## config.mk

```make
export PLATFORM = sky130hd
export DESIGN_NAME = wke_unit
export DESIGN_NICKNAME = d
export VERILOG_FILES = /design/src/wke_pkg.sv /design/src/wke_unit.sv
export VERILOG_INCLUDE_DIRS = /design/src
export SDC_FILE = /design/constraint.sdc
export NUM_CORES = 1
export LEC_CHECK = 0
export ABC_AREA = 1
export BUFFER_PORTS_ARGS = -buffer_cell sky130_fd_sc_hd__buf_4
export CAP_MARGIN = 0
export CORE_ASPECT_RATIO = 0.75
export CORE_MARGIN = 2
export CORE_UTILIZATION = 59
export CTS_CLUSTER_SIZE = 25
export DETAILED_ROUTE_END_ITERATION = 10
export GPL_TIMING_DRIVEN = 1
export PLACE_DENSITY = 0.85
export SLEW_MARGIN = 15
export SYNTH_ARGS = -nofsm -noshare
export SYNTH_HDL_FRONTEND = slang
export SYNTH_SLANG_ARGS = --single-unit
```

## constraint.sdc

```tcl
create_clock -name pclk -period 2.3 [get_ports pclk]
set_input_delay 0.115 -clock pclk [delete_from_list [all_inputs] [get_ports pclk]]
set_output_delay 0.115 -clock pclk [all_outputs]
set_load 0.03 [all_outputs]
```

## src/wke_cfg.svh

```systemverilog
`ifndef WKE_CFG_SVH
`define WKE_CFG_SVH
// Register indices; each register sits on its own word
`define WKE_IDX_STS_TWO   12'h003
`define WKE_IDX_STS_THREE 12'h004
`define WKE_IDX_EN_TWO    12'h006
`define WKE_IDX_EN_THREE  12'h007
`define WKE_IDX_SMI_STS   12'h008
`define WKE_OFF_STS_TWO   (`WKE_IDX_STS_TWO << 2)
`define WKE_OFF_STS_THREE (`WKE_IDX_STS_THREE << 2)
`define WKE_OFF_EN_TWO    (`WKE_IDX_EN_TWO << 2)
`define WKE_OFF_EN_THREE  (`WKE_IDX_EN_THREE << 2)
`define WKE_OFF_SMI_STS   (`WKE_IDX_SMI_STS << 2)
`define WKE_OFF_CTRL      12'h040
`define WKE_OFF_IRQ_STS   12'h044
`define WKE_OFF_IRQ_MASK  12'h048
`define WKE_RST_BYTE      8'h00
`define WKE_EN_TWO_MASK   8'hbf
`define WKE_SMI_MASK      8'h0e
`define WKE_IRQ_WAKE      0
`define WKE_IRQ_SMI       1
`define WKE_IRQ_MASK      2'h3
`endif

```

## src/wke_pkg.sv

```systemverilog
package wke_pkg;
    typedef struct packed {
        logic [7:0] group_two;
        logic [7:0] group_three;
    } wke_sources_t;
    typedef struct packed {
        logic [7:0] rdata;
        logic       hit;
    } wke_read_t;
endpackage

```

## src/wke_unit.sv

```systemverilog
// Behaviour
// - Wake asserts only when enabled, set, master-enabled
// - Disabled sources still record status
// - Group two enable bit map, bit six reserved
// - Group three enable maps pins thirty-37
// - Group three enable survives all but standby reset
// - Standby reset clears enables and status
// - Writing one clears management status bit
// - Management status bits one to three
// - Software reads pending management events
// - Wake status sets regardless of enables
//
// Implementation choice: the APB register port.
`timescale 1ns/100ps
`default_nettype none
`include "wke_cfg.svh"
module wke_unit
    import wke_pkg::*;
(
    input  wire logic                 pclk,
    input  wire logic                 presetn,
    input  wire logic                 psel,
    input  wire logic                 penable,
    input  wire logic                 pwrite,
    input  wire logic [11:0]          paddr,
    input  wire logic [31:0]          pwdata,
    output logic      [31:0]          prdata,
    output logic                      pready,
    output logic                      pslverr,
    input  wire wke_sources_t         wake_pins_n,
    input  wire logic [2:0]           smi_pins_n,
    output logic                      wake_request_out_n,
    output logic                      irq
);
    // Three-stage synchronisers, event on agreed falling level
    wke_sources_t s1, s2, s3;
    logic [2:0]   m1, m2, m3;
    wke_sources_t ev;
    logic [2:0]   smi_ev;
    wke_sources_t lvl, next_lvl;
    logic [2:0]   smi_lvl, next_smi_lvl;
    always_ff @(posedge pclk or negedge presetn) begin
        if (!presetn) begin
            s1      <= '1;
            s2      <= '1;
            s3      <= '1;
            lvl     <= '1;
            m1      <= 3'h7;
            m2      <= 3'h7;
            m3      <= 3'h7;
            smi_lvl <= 3'h7;
        end else begin
            s1      <= wake_pins_n;
            s2      <= s1;
            s3      <= s2;
            lvl     <= next_lvl;
            m1      <= smi_pins_n;
            m2      <= m1;
            m3      <= m2;
            smi_lvl <= next_smi_lvl;
        end
    end
    // A level counts only once stages two and three agree
    always_comb begin
        next_lvl     = (s2 & s3) | (lvl & (s2 ^ s3));
        next_smi_lvl = (m2 & m3) | (smi_lvl & (m2 ^ m3));
        ev           = lvl & ~s2 & ~s3;
        smi_ev       = smi_lvl & ~m2 & ~m3;
    end

    logic        wr, rd;
    logic [7:0]  wb;
    always_comb begin
        wr = psel && penable && pwrite;
        rd = psel && penable && !pwrite;
        wb = pwdata[7:0];
    end

    logic [7:0] sts_two, sts_three, en_two, en_three, smi_sts;
    logic       master_en;
    logic [1:0] irq_sts, irq_mask;
    logic [7:0] next_sts_two, next_sts_three, next_en_two, next_en_three;
    logic [7:0] next_smi_sts;
    logic       next_master_en;
    logic [1:0] next_irq_sts, next_irq_mask;
    logic       any_wake, any_smi;
    always_comb begin
        next_sts_two   = sts_two;
        next_sts_three = sts_three;
        next_en_two    = en_two;
        next_en_three  = en_three;
        next_smi_sts   = smi_sts;
        next_master_en = master_en;
        next_irq_mask  = irq_mask;
        next_irq_sts   = irq_sts;
        if (wr) begin
            case (paddr)
                `WKE_OFF_STS_TWO:   next_sts_two   = sts_two & ~wb;
                `WKE_OFF_STS_THREE: next_sts_three = sts_three & ~wb;
                `WKE_OFF_EN_TWO:    next_en_two = wb & `WKE_EN_TWO_MASK;
                `WKE_OFF_EN_THREE:  next_en_three  = wb;
                `WKE_OFF_SMI_STS:   next_smi_sts   = smi_sts & ~wb;
                `WKE_OFF_CTRL:      next_master_en = wb[0];
                `WKE_OFF_IRQ_MASK:  next_irq_mask = wb[1:0] & `WKE_IRQ_MASK;
                default: ;
            endcase
        end
        if (rd && paddr == `WKE_OFF_IRQ_STS) begin
            next_irq_sts = 2'h0;
        end
        // Set beats clear, independent of enables
        next_sts_two   = next_sts_two | (ev.group_two & `WKE_EN_TWO_MASK);
        next_sts_three = next_sts_three | ev.group_three;
        next_smi_sts   = next_smi_sts | ({4'h0, smi_ev, 1'b0} & `WKE_SMI_MASK);
        any_wake = |ev.group_two | |ev.group_three;
        any_smi  = |smi_ev;
        next_irq_sts[`WKE_IRQ_WAKE] = next_irq_sts[`WKE_IRQ_WAKE] | any_wake;
        next_irq_sts[`WKE_IRQ_SMI]  = next_irq_sts[`WKE_IRQ_SMI] | any_smi;
    end
    // Single standby-power reset domain; no other reset reaches these
    always_ff @(posedge pclk or negedge presetn) begin
        if (!presetn) begin
            sts_two   <= `WKE_RST_BYTE;
            sts_three <= `WKE_RST_BYTE;
            en_two    <= `WKE_RST_BYTE;
            en_three  <= `WKE_RST_BYTE;
            smi_sts   <= `WKE_RST_BYTE;
            master_en <= 1'b0;
            irq_sts   <= 2'h0;
            irq_mask  <= 2'h0;
        end else begin
            sts_two   <= next_sts_two;
            sts_three <= next_sts_three;
            en_two    <= next_en_two;
            en_three  <= next_en_three;
            smi_sts   <= next_smi_sts;
            master_en <= next_master_en;
            irq_sts   <= next_irq_sts;
            irq_mask  <= next_irq_mask;
        end
    end

    logic next_wake_n;
    always_comb begin
        next_wake_n = !(master_en && |{sts_two & en_two, sts_three & en_three});
    end
    always_ff @(posedge pclk or negedge presetn) begin
        if (!presetn) begin
            wake_request_out_n <= 1'b1;
            irq <= 1'b0;
        end else begin
            wake_request_out_n <= next_wake_n;
            irq <= |(next_irq_sts & irq_mask);
        end
    end

    wke_read_t rsel;
    always_comb begin
        rsel.hit = 1'b1;
        case (paddr)
            `WKE_OFF_STS_TWO:   rsel.rdata = sts_two;
            `WKE_OFF_STS_THREE: rsel.rdata = sts_three;
            `WKE_OFF_EN_TWO:    rsel.rdata = en_two;
            `WKE_OFF_EN_THREE:  rsel.rdata = en_three;
            `WKE_OFF_SMI_STS:   rsel.rdata = smi_sts;
            `WKE_OFF_CTRL:      rsel.rdata = {7'h00, master_en};
            `WKE_OFF_IRQ_STS:   rsel.rdata = {6'h00, irq_sts};
            `WKE_OFF_IRQ_MASK:  rsel.rdata = {6'h00, irq_mask};
            default: begin
                rsel.rdata = 8'h00;
                rsel.hit   = 1'b0;
            end
        endcase
        pready  = 1'b1;
        pslverr = psel && penable && !rsel.hit;
        prdata  = {24'h000000, rsel.rdata};
    end
endmodule
`default_nettype wire
```

==> impl_metrics.toml, run 1 <==
[run_status]
status = "complete, no violations"

[cells_and_area]
fin_util_pct = 76.1
area_growth_pct = 23.1
fin_nets = 703
fin_area_um2 = 6540
drive_gt1_share_pct = 31.5
antennaDiodeCount = 0

[synth]
synth-xor-area-share_pct = 0
synth_compound_area_share_pct = 8.10
netlist.area_leader.share_pct = 38.1
synthMuxAreaShare_pct = 0
syn_area_per_cell_um2 = 10.1
synth_top_area_cell = "dfstp_2"
synth_enable_flop_cells = 0
synth_seq_cells = 122
synth_common_cells = "nand2_1, dfstp_2, inv_1"
synth_most_common_cell = "nand2_1"
synthFlopType = "dfstp_2"
netlist_instances = 525
ys_top_cells_by_area = "dfstp_2, dfrtp_1, nand2_1"
ys_seq_area_share_pct = 59.3
ys_types = 28
yosys_warnings = 0
synth_top_family_by_area = "simple AND/OR/NAND/NOR gates"
yosys.area_share.adder_pct = 4.47
synth-simple-area-share_pct = 19.1
async_flop_share_pct = 100
netlist_area_um2 = 5310

[pwr]
vdd_drop_max_uv = 718
p_per_area_nw_per_um2 = 797
leakagePower_nw = 3.37
power_mw = 5.21

[clock_tree]
htreeDepth = 4
clock_path_buffers = 2
clk_latency_ps = 410
numClockSinks = 122
post_cts_buffers = 0
path_clk_slew_ps = 50
root_buffer = "clkbuf_16"
cts_tree = "done"
cts_resized = 0
numCtsBuffers = 17

[timing]
fin_tns_setup_ps = 0
drv_slew = 0
rsz0062_at_grt = "false"
fin_hold_ws_ps = 14.8
hold_viol = 0
skew_ps = 4.71
slew-limit-headroom_pct = 60.1
period_share_pct = 80.3
setup_violations = 0
post-route-min-period_ps = 1850
fmax_mhz = 541
worst_pin_slew_ps = 597

[placed_design]
place.gp.congestion = 0.856
dp_hpwl_mm = 7.22
io_buffers = 54
postPlaceCellArea_um2 = 5750

[routing]
firstDrtPassIters = 4
num_vias = 3814
postRouteWirelength_mm = 10.9
ant_nets = 0
viasPerCell = 5.18
drt_iter0_drc = 274
drc = 0
wl_per_cell_um = 14.8

[setup_path]
cpLargestDelayFamily = "simple AND/OR/NAND/NOR gates"
end_kind = "primary output"
startpoint_type = "primary input"
crit_chain = "buf_4 > nor2_1 > nand2_2 > nor2_2 > nand2_2 > inv_1 > nand2_1 > nand2_1 > inv_1 > nand3_1 > buf_4"
crit_buf_inv = 4
slowest_delay_ps = 310
crit_fanout = 12
worstSetupPathType = "primary input to primary output"
critPathSlowestCell = "inv_1"
required_ps = 2180
critPathArrivalTime_ps = 1730

[floorplanning]
fp.dieH_um = 86.2
io_pins = 104
start_util_pct = 61.8
core.rowCount = 29
core_um2 = 8600
die_x_um = 114
die_area_um2 = 9790

[global_routing]
grt_max_degree = 41
antenna_found_initial = 0
track_usage_pct = 24.7
grt_pass1_vias = 3870
grt_pass1_wl_mm = 18.1
overflow = 0

[flow_run]
max_cap_viol_count = 0

[hold_path]
min_path_type = "primary input to register"
-- cell usage in the layout (no fill, tap or decap) --
| master | count |
|---|---|
| nor3_1 | 3 |
| clkinvlp_4 | 2 |
| clkbuf_1 | 1 |
| inv_1 | 60 |
| nand2_1 | 146 |
| buf_12 | 1 |
| buf_4 | 57 |
| inv_6 | 1 |
| nand3_1 | 13 |
| dlygate4sd3_1 | 21 |
| nand2_2 | 3 |
| conb_1 | 25 |
| clkbuf_16 | 18 |
| nand4_1 | 4 |
| nand3_2 | 3 |
| o21ai_0 | 29 |
| clkbuf_8 | 5 |
| dfrtp_1 | 45 |
| nand2_4 | 4 |
| inv_4 | 1 |
| o21ai_2 | 14 |
| nor3b_1 | 3 |
| dfstp_2 | 77 |
| a21o_1 | 19 |
| nor2_4 | 2 |
| nand3b_1 | 13 |
| o21bai_1 | 2 |
| clkinv_4 | 3 |
| nor2_1 | 27 |
| o21ai_1 | 1 |
| nand4_2 | 1 |
| nor2_2 | 2 |
| inv_2 | 2 |
| clkinv_2 | 2 |
| ha_1 | 19 |
-- worst paths after layout --
kind	cells past startpoint	slack (ps)	start	endpoint
setup reg to reg	8	750	s2[8]	irq
hold reg to reg	0	350	m1[2]	m2[2]
hold / removal	3	10	pwdata[4]	en_three[4]
setup / recovery	11	450	paddr[9]	prdata[7]
max in group asynchronous	3	1360	presetn	s2[4]
min in group asynchronous	2	210	presetn	en_three[6]
-- final cells by class --
class / count / area, um2
Clock inverter: 8 / 57.6
Inverter: 63 / 241
Tap cell: 108 / 135
Sequential cell: 122 / 3150
Fill cell: 571 / 2060
Timing Repair Buffer: 79 / 658
Multi-Input combinational cell: 333 / 1780
Clock buffer: 24 / 523
-- layer usage --
| layer | vias to the layer above | global-route usage, % | share of wire, % |
|---|---|---|---|
| met5 | - | 0 | 0 |
| met4 | 0 | 12.0 | 2.0 |
| met3 | 24 | 7.13 | 7.4 |
| met2 | 165 | 40.6 | 49 |
| met1 | 1836 | 30.6 | 42 |
| li1 | 1789 | - | - |
-- where the power goes --
part           switching, mW  internal, mW
Clock                  0.920          1.59
Combinational          0.204         0.142
Sequential            0.0519          2.31
-- timing repair --
action                                  in CTS  in global routing
endpoints found under the setup margin       0                  0
hold buffers                                21                  0
hold endpoints to repair                    25                  0
-- worst min-delay path, stage by stage --
cell     delay, ps
buf_4           90
inv_1           60
o21ai_2        120
-- kinds of logic (layout without fill, tap and decap cells) --
group / count (synthesis) / in the layout
flops: 122 / 122
simple gates: 224 / 224
fa+ha+maj: 19 / 19
other cells: 2 / 25
buf+inv: 93 / 174
compound gates: 65 / 65
-- state kept, by name (all words and copies together) (netlist names) --
| register | count |
|---|---|
| sts_two | 8 |
| smi_lvl | 3 |
| sts_three | 8 |
| lvl | 16 |
| en_three | 8 |
| wake_request_out_n | 1 |
| s3 | 16 |
| irq_mask | 2 |
| m3 | 3 |
| s1 | 16 |
| irq_sts | 2 |
| master_en | 1 |
| m2 | 3 |
| en_two | 7 |
| irq | 1 |
| s2 | 16 |
| smi_sts | 8 |
| m1 | 3 |
-- stage by stage --
stage / instances / setup slack, ps
floorplan: 548 / 989
global placement: 684 / 538
detailed placement: 684 / 501
CTS: 737 / 500
global route: 737 / 291
finish: 737 / 453
(Power assumes the default switching activity.)
==> run 2: changes to the inputs <==
ABC_AREA = 0   (was 1)
CORE_UTILIZATION = 54   (was 59)
PLACE_DENSITY = 0.79   (was 0.85)
clock period = 1.7 ns   (was 2.3 ns; I/O delays follow)
==> impl_metrics.toml, run 2 <==
[pwr]
clkPwrFrac_pct = 48.1
internal_power_mw = 5.59
p_sw_mw = 1.68
sw_frac_of_total_pct = 23.1
vdd_drop_max_uv = 1020
leakagePower_nw = 3.05
p_per_area_nw_per_um2 = 1080
pwr-share-comb_pct = 7.8
seq_power_share_pct = 44.0

[synth]
netlist_area_um2 = 5060
synth_compound_area_share_pct = 10.2
synth-xor-area-share_pct = 0
syn_area_per_cell_um2 = 12.7
async_flop_share_pct = 100
synth-simple-area-share_pct = 11.0
synth_enable_flop_cells = 0
ys_seq_area_share_pct = 62.2
synthMuxAreaShare_pct = 7.17
netlist.area_leader.share_pct = 40.0
synth_seq_cells = 122
synthFlopType = "dfstp_2"
ys_types = 49
yosys.area_share.adder_pct = 4.70
synth_common_cells = "dfstp_2, nand2_1, dfrtp_1"
ys_top_cells_by_area = "dfstp_2, dfrtp_1, ha_1"
synth_most_common_cell = "dfstp_2"
synth_top_family_by_area = "simple AND/OR/NAND/NOR gates"
synth_top_area_cell = "dfstp_2"
netlist_instances = 400
yosys_warnings = 0

[flow_run]
max_cap_viol_count = 0

[routing]
ant_nets = 0
wl_per_cell_um = 17.7
drc = 0
firstDrtPassIters = 5
num_vias = 3588
viasPerCell = 5.41
postRouteWirelength_mm = 11.7
drt_iter0_drc = 341

[timing]
hold_viol = 0
fin_ws_ps = -8.18
fin_tns_setup_ps = -8.18
fmax_mhz = 585
period_share_pct = 100
drv_slew = 0
setup_violations = 1
post-route-min-period_ps = 1710
rsz0062_at_grt = "true"
skew_ps = 6.41

[setup_path]
crit_fanout = 3
reg2reg_slack_ps = 80
startpoint_type = "register"
r2r_cells = 5
timing.rr.start = "s2[0]"
slowest_delay_ps = 400
critPathSlowestCell = "dfrtp_1"
crit_chain = "mux2i_1 > o32ai_2 > a22oi_1 > o22ai_1 > buf_4"
crit_end = "prdata[1]"
worstSetupPathType = "register to primary output"
critPathArrivalTime_ps = 1620
required_ps = 1620
r2r_end = "irq"
end_kind = "primary output"
crit_start = "en_two[1]"

[clock_tree]
numCtsBuffers = 17
clk_latency_ps = 410
path_clk_slew_ps = 50
root_buffer = "clkbuf_16"
clock_path_buffers = 2
cts_tree = "done"
htreeDepth = 4
numClockSinks = 122

[global_routing]
grt_max_degree = 75
track_usage_pct = 24.6
antenna_found_initial = 0
grt_pass1_vias = 3706
grt_pass1_wl_mm = 18.5
overflow = 0

[cells_and_area]
area_growth_pct = 33.3
fin_area_um2 = 6750
fin_nets = 609
antennaDiodeCount = 0
final_cell_mix = "dfstp_2, buf_4, nand2_1, dfrtp_1, dlygate4sd3_1"
drive_gt1_share_pct = 43.7
layout_commonest_cell = "dfstp_2"
nFillCells = 593
fin_util_pct = 74.3

[run_status]
violations = "setup timing"
status = "finished with violations"

[floorplanning]
io_pins = 104
fp.dieH_um = 87.8
die_area_um2 = 10200
start_util_pct = 55.7
core_um2 = 9080
die_x_um = 116
core.rowCount = 30

[hold_path]
min_path_type = "primary input to register"

[placed_design]
postPlaceCellArea_um2 = 5770
io_buffers = 54
dpl_worst_slack_ps = -161
dp_hpwl_mm = 7.78
place.gp.congestion = 0.886
-- run 2: power groups by stage --
stage          sequential, mW  combinational [mW]  clock [mW]
2_1_floorplan            3.22               0.292           0
6_report                 3.20               0.571        3.50
4_1_cts                  3.20               0.559        3.54
3_5_place_dp             3.24               0.499           0
3_3_place_gp             3.22               0.478           0
5_1_grt                  3.21               0.623        3.69
-- run 2: area by class of cell --
class                      count  area [um2]  area share (%)
clock buffer                  23         499            7.40
clock inverter                 9        85.1            1.26
inverter                       2        7.51           0.111
multi-input combinational    265        1850            27.4
sequential                   122        3150            46.7
tap                          128         160            2.37
timing repair buffer         114         993            14.7
-- run 2: how the worst min path moves through the flow --
stage | endpoint | slack, ps | from | cells past startpoint
floorplan | en_three[0] | -210 | presetn | 0
global placement | s1[11] | 170 | presetn | 1
detailed placement | s2[6] | 180 | presetn | 1
CTS | irq_sts[1] | 160 | paddr[11] | 5
global route | irq_sts[0] | 200 | paddr[11] | 4
finish | irq_sts[1] | 170 | paddr[11] | 5
-- run 2: per-stage QoR --
| stage | total power, mW | hold slack [ps] | std cells |
|---|---|---|---|
| floorplan | 3.51 | -211 | 423 |
| global placement | 3.70 | 166 | 603 |
| detailed placement | 3.74 | 178 | 603 |
| CTS | 7.30 | 164 | 663 |
| global route | 7.52 | 195 | 663 |
| finish | 7.27 | 171 | 663 |
-- run 2: kinds of logic after synthesis --
kind of cell	after synthesis
adders and majority gates	19
and+or+nand+nor	113
DFF	122
muxes	34
other	2
buffers and inverters	36
AOI/OAI and AO/OA	74
-- run 2: critical path: cells and delay by family, from the launching register on --
family          cells  cell delay (ps)
compound gates      3              420
flops               1              400
mux                 1              200
buf+inv             1              190
-- run 2: timing repair --
action	4_1_cts	5_1_grt
setup endpoints to repair	9	7
hold buffers	28	0
resized for setup	10	15
pin swaps	8	11
hold endpoints to repair	95	0
setup buffers	1	0
-- run 2: metal layers --
metal | share of wire [%] | GRT usage (%) | routed length (um)
met1 | 43 | 33.6 | 5100
met2 | 48 | 38.4 | 5580
met3 | 7.7 | 7.61 | 904
met4 | 1.2 | 7.36 | 136
met5 | 0 | 0 | 0
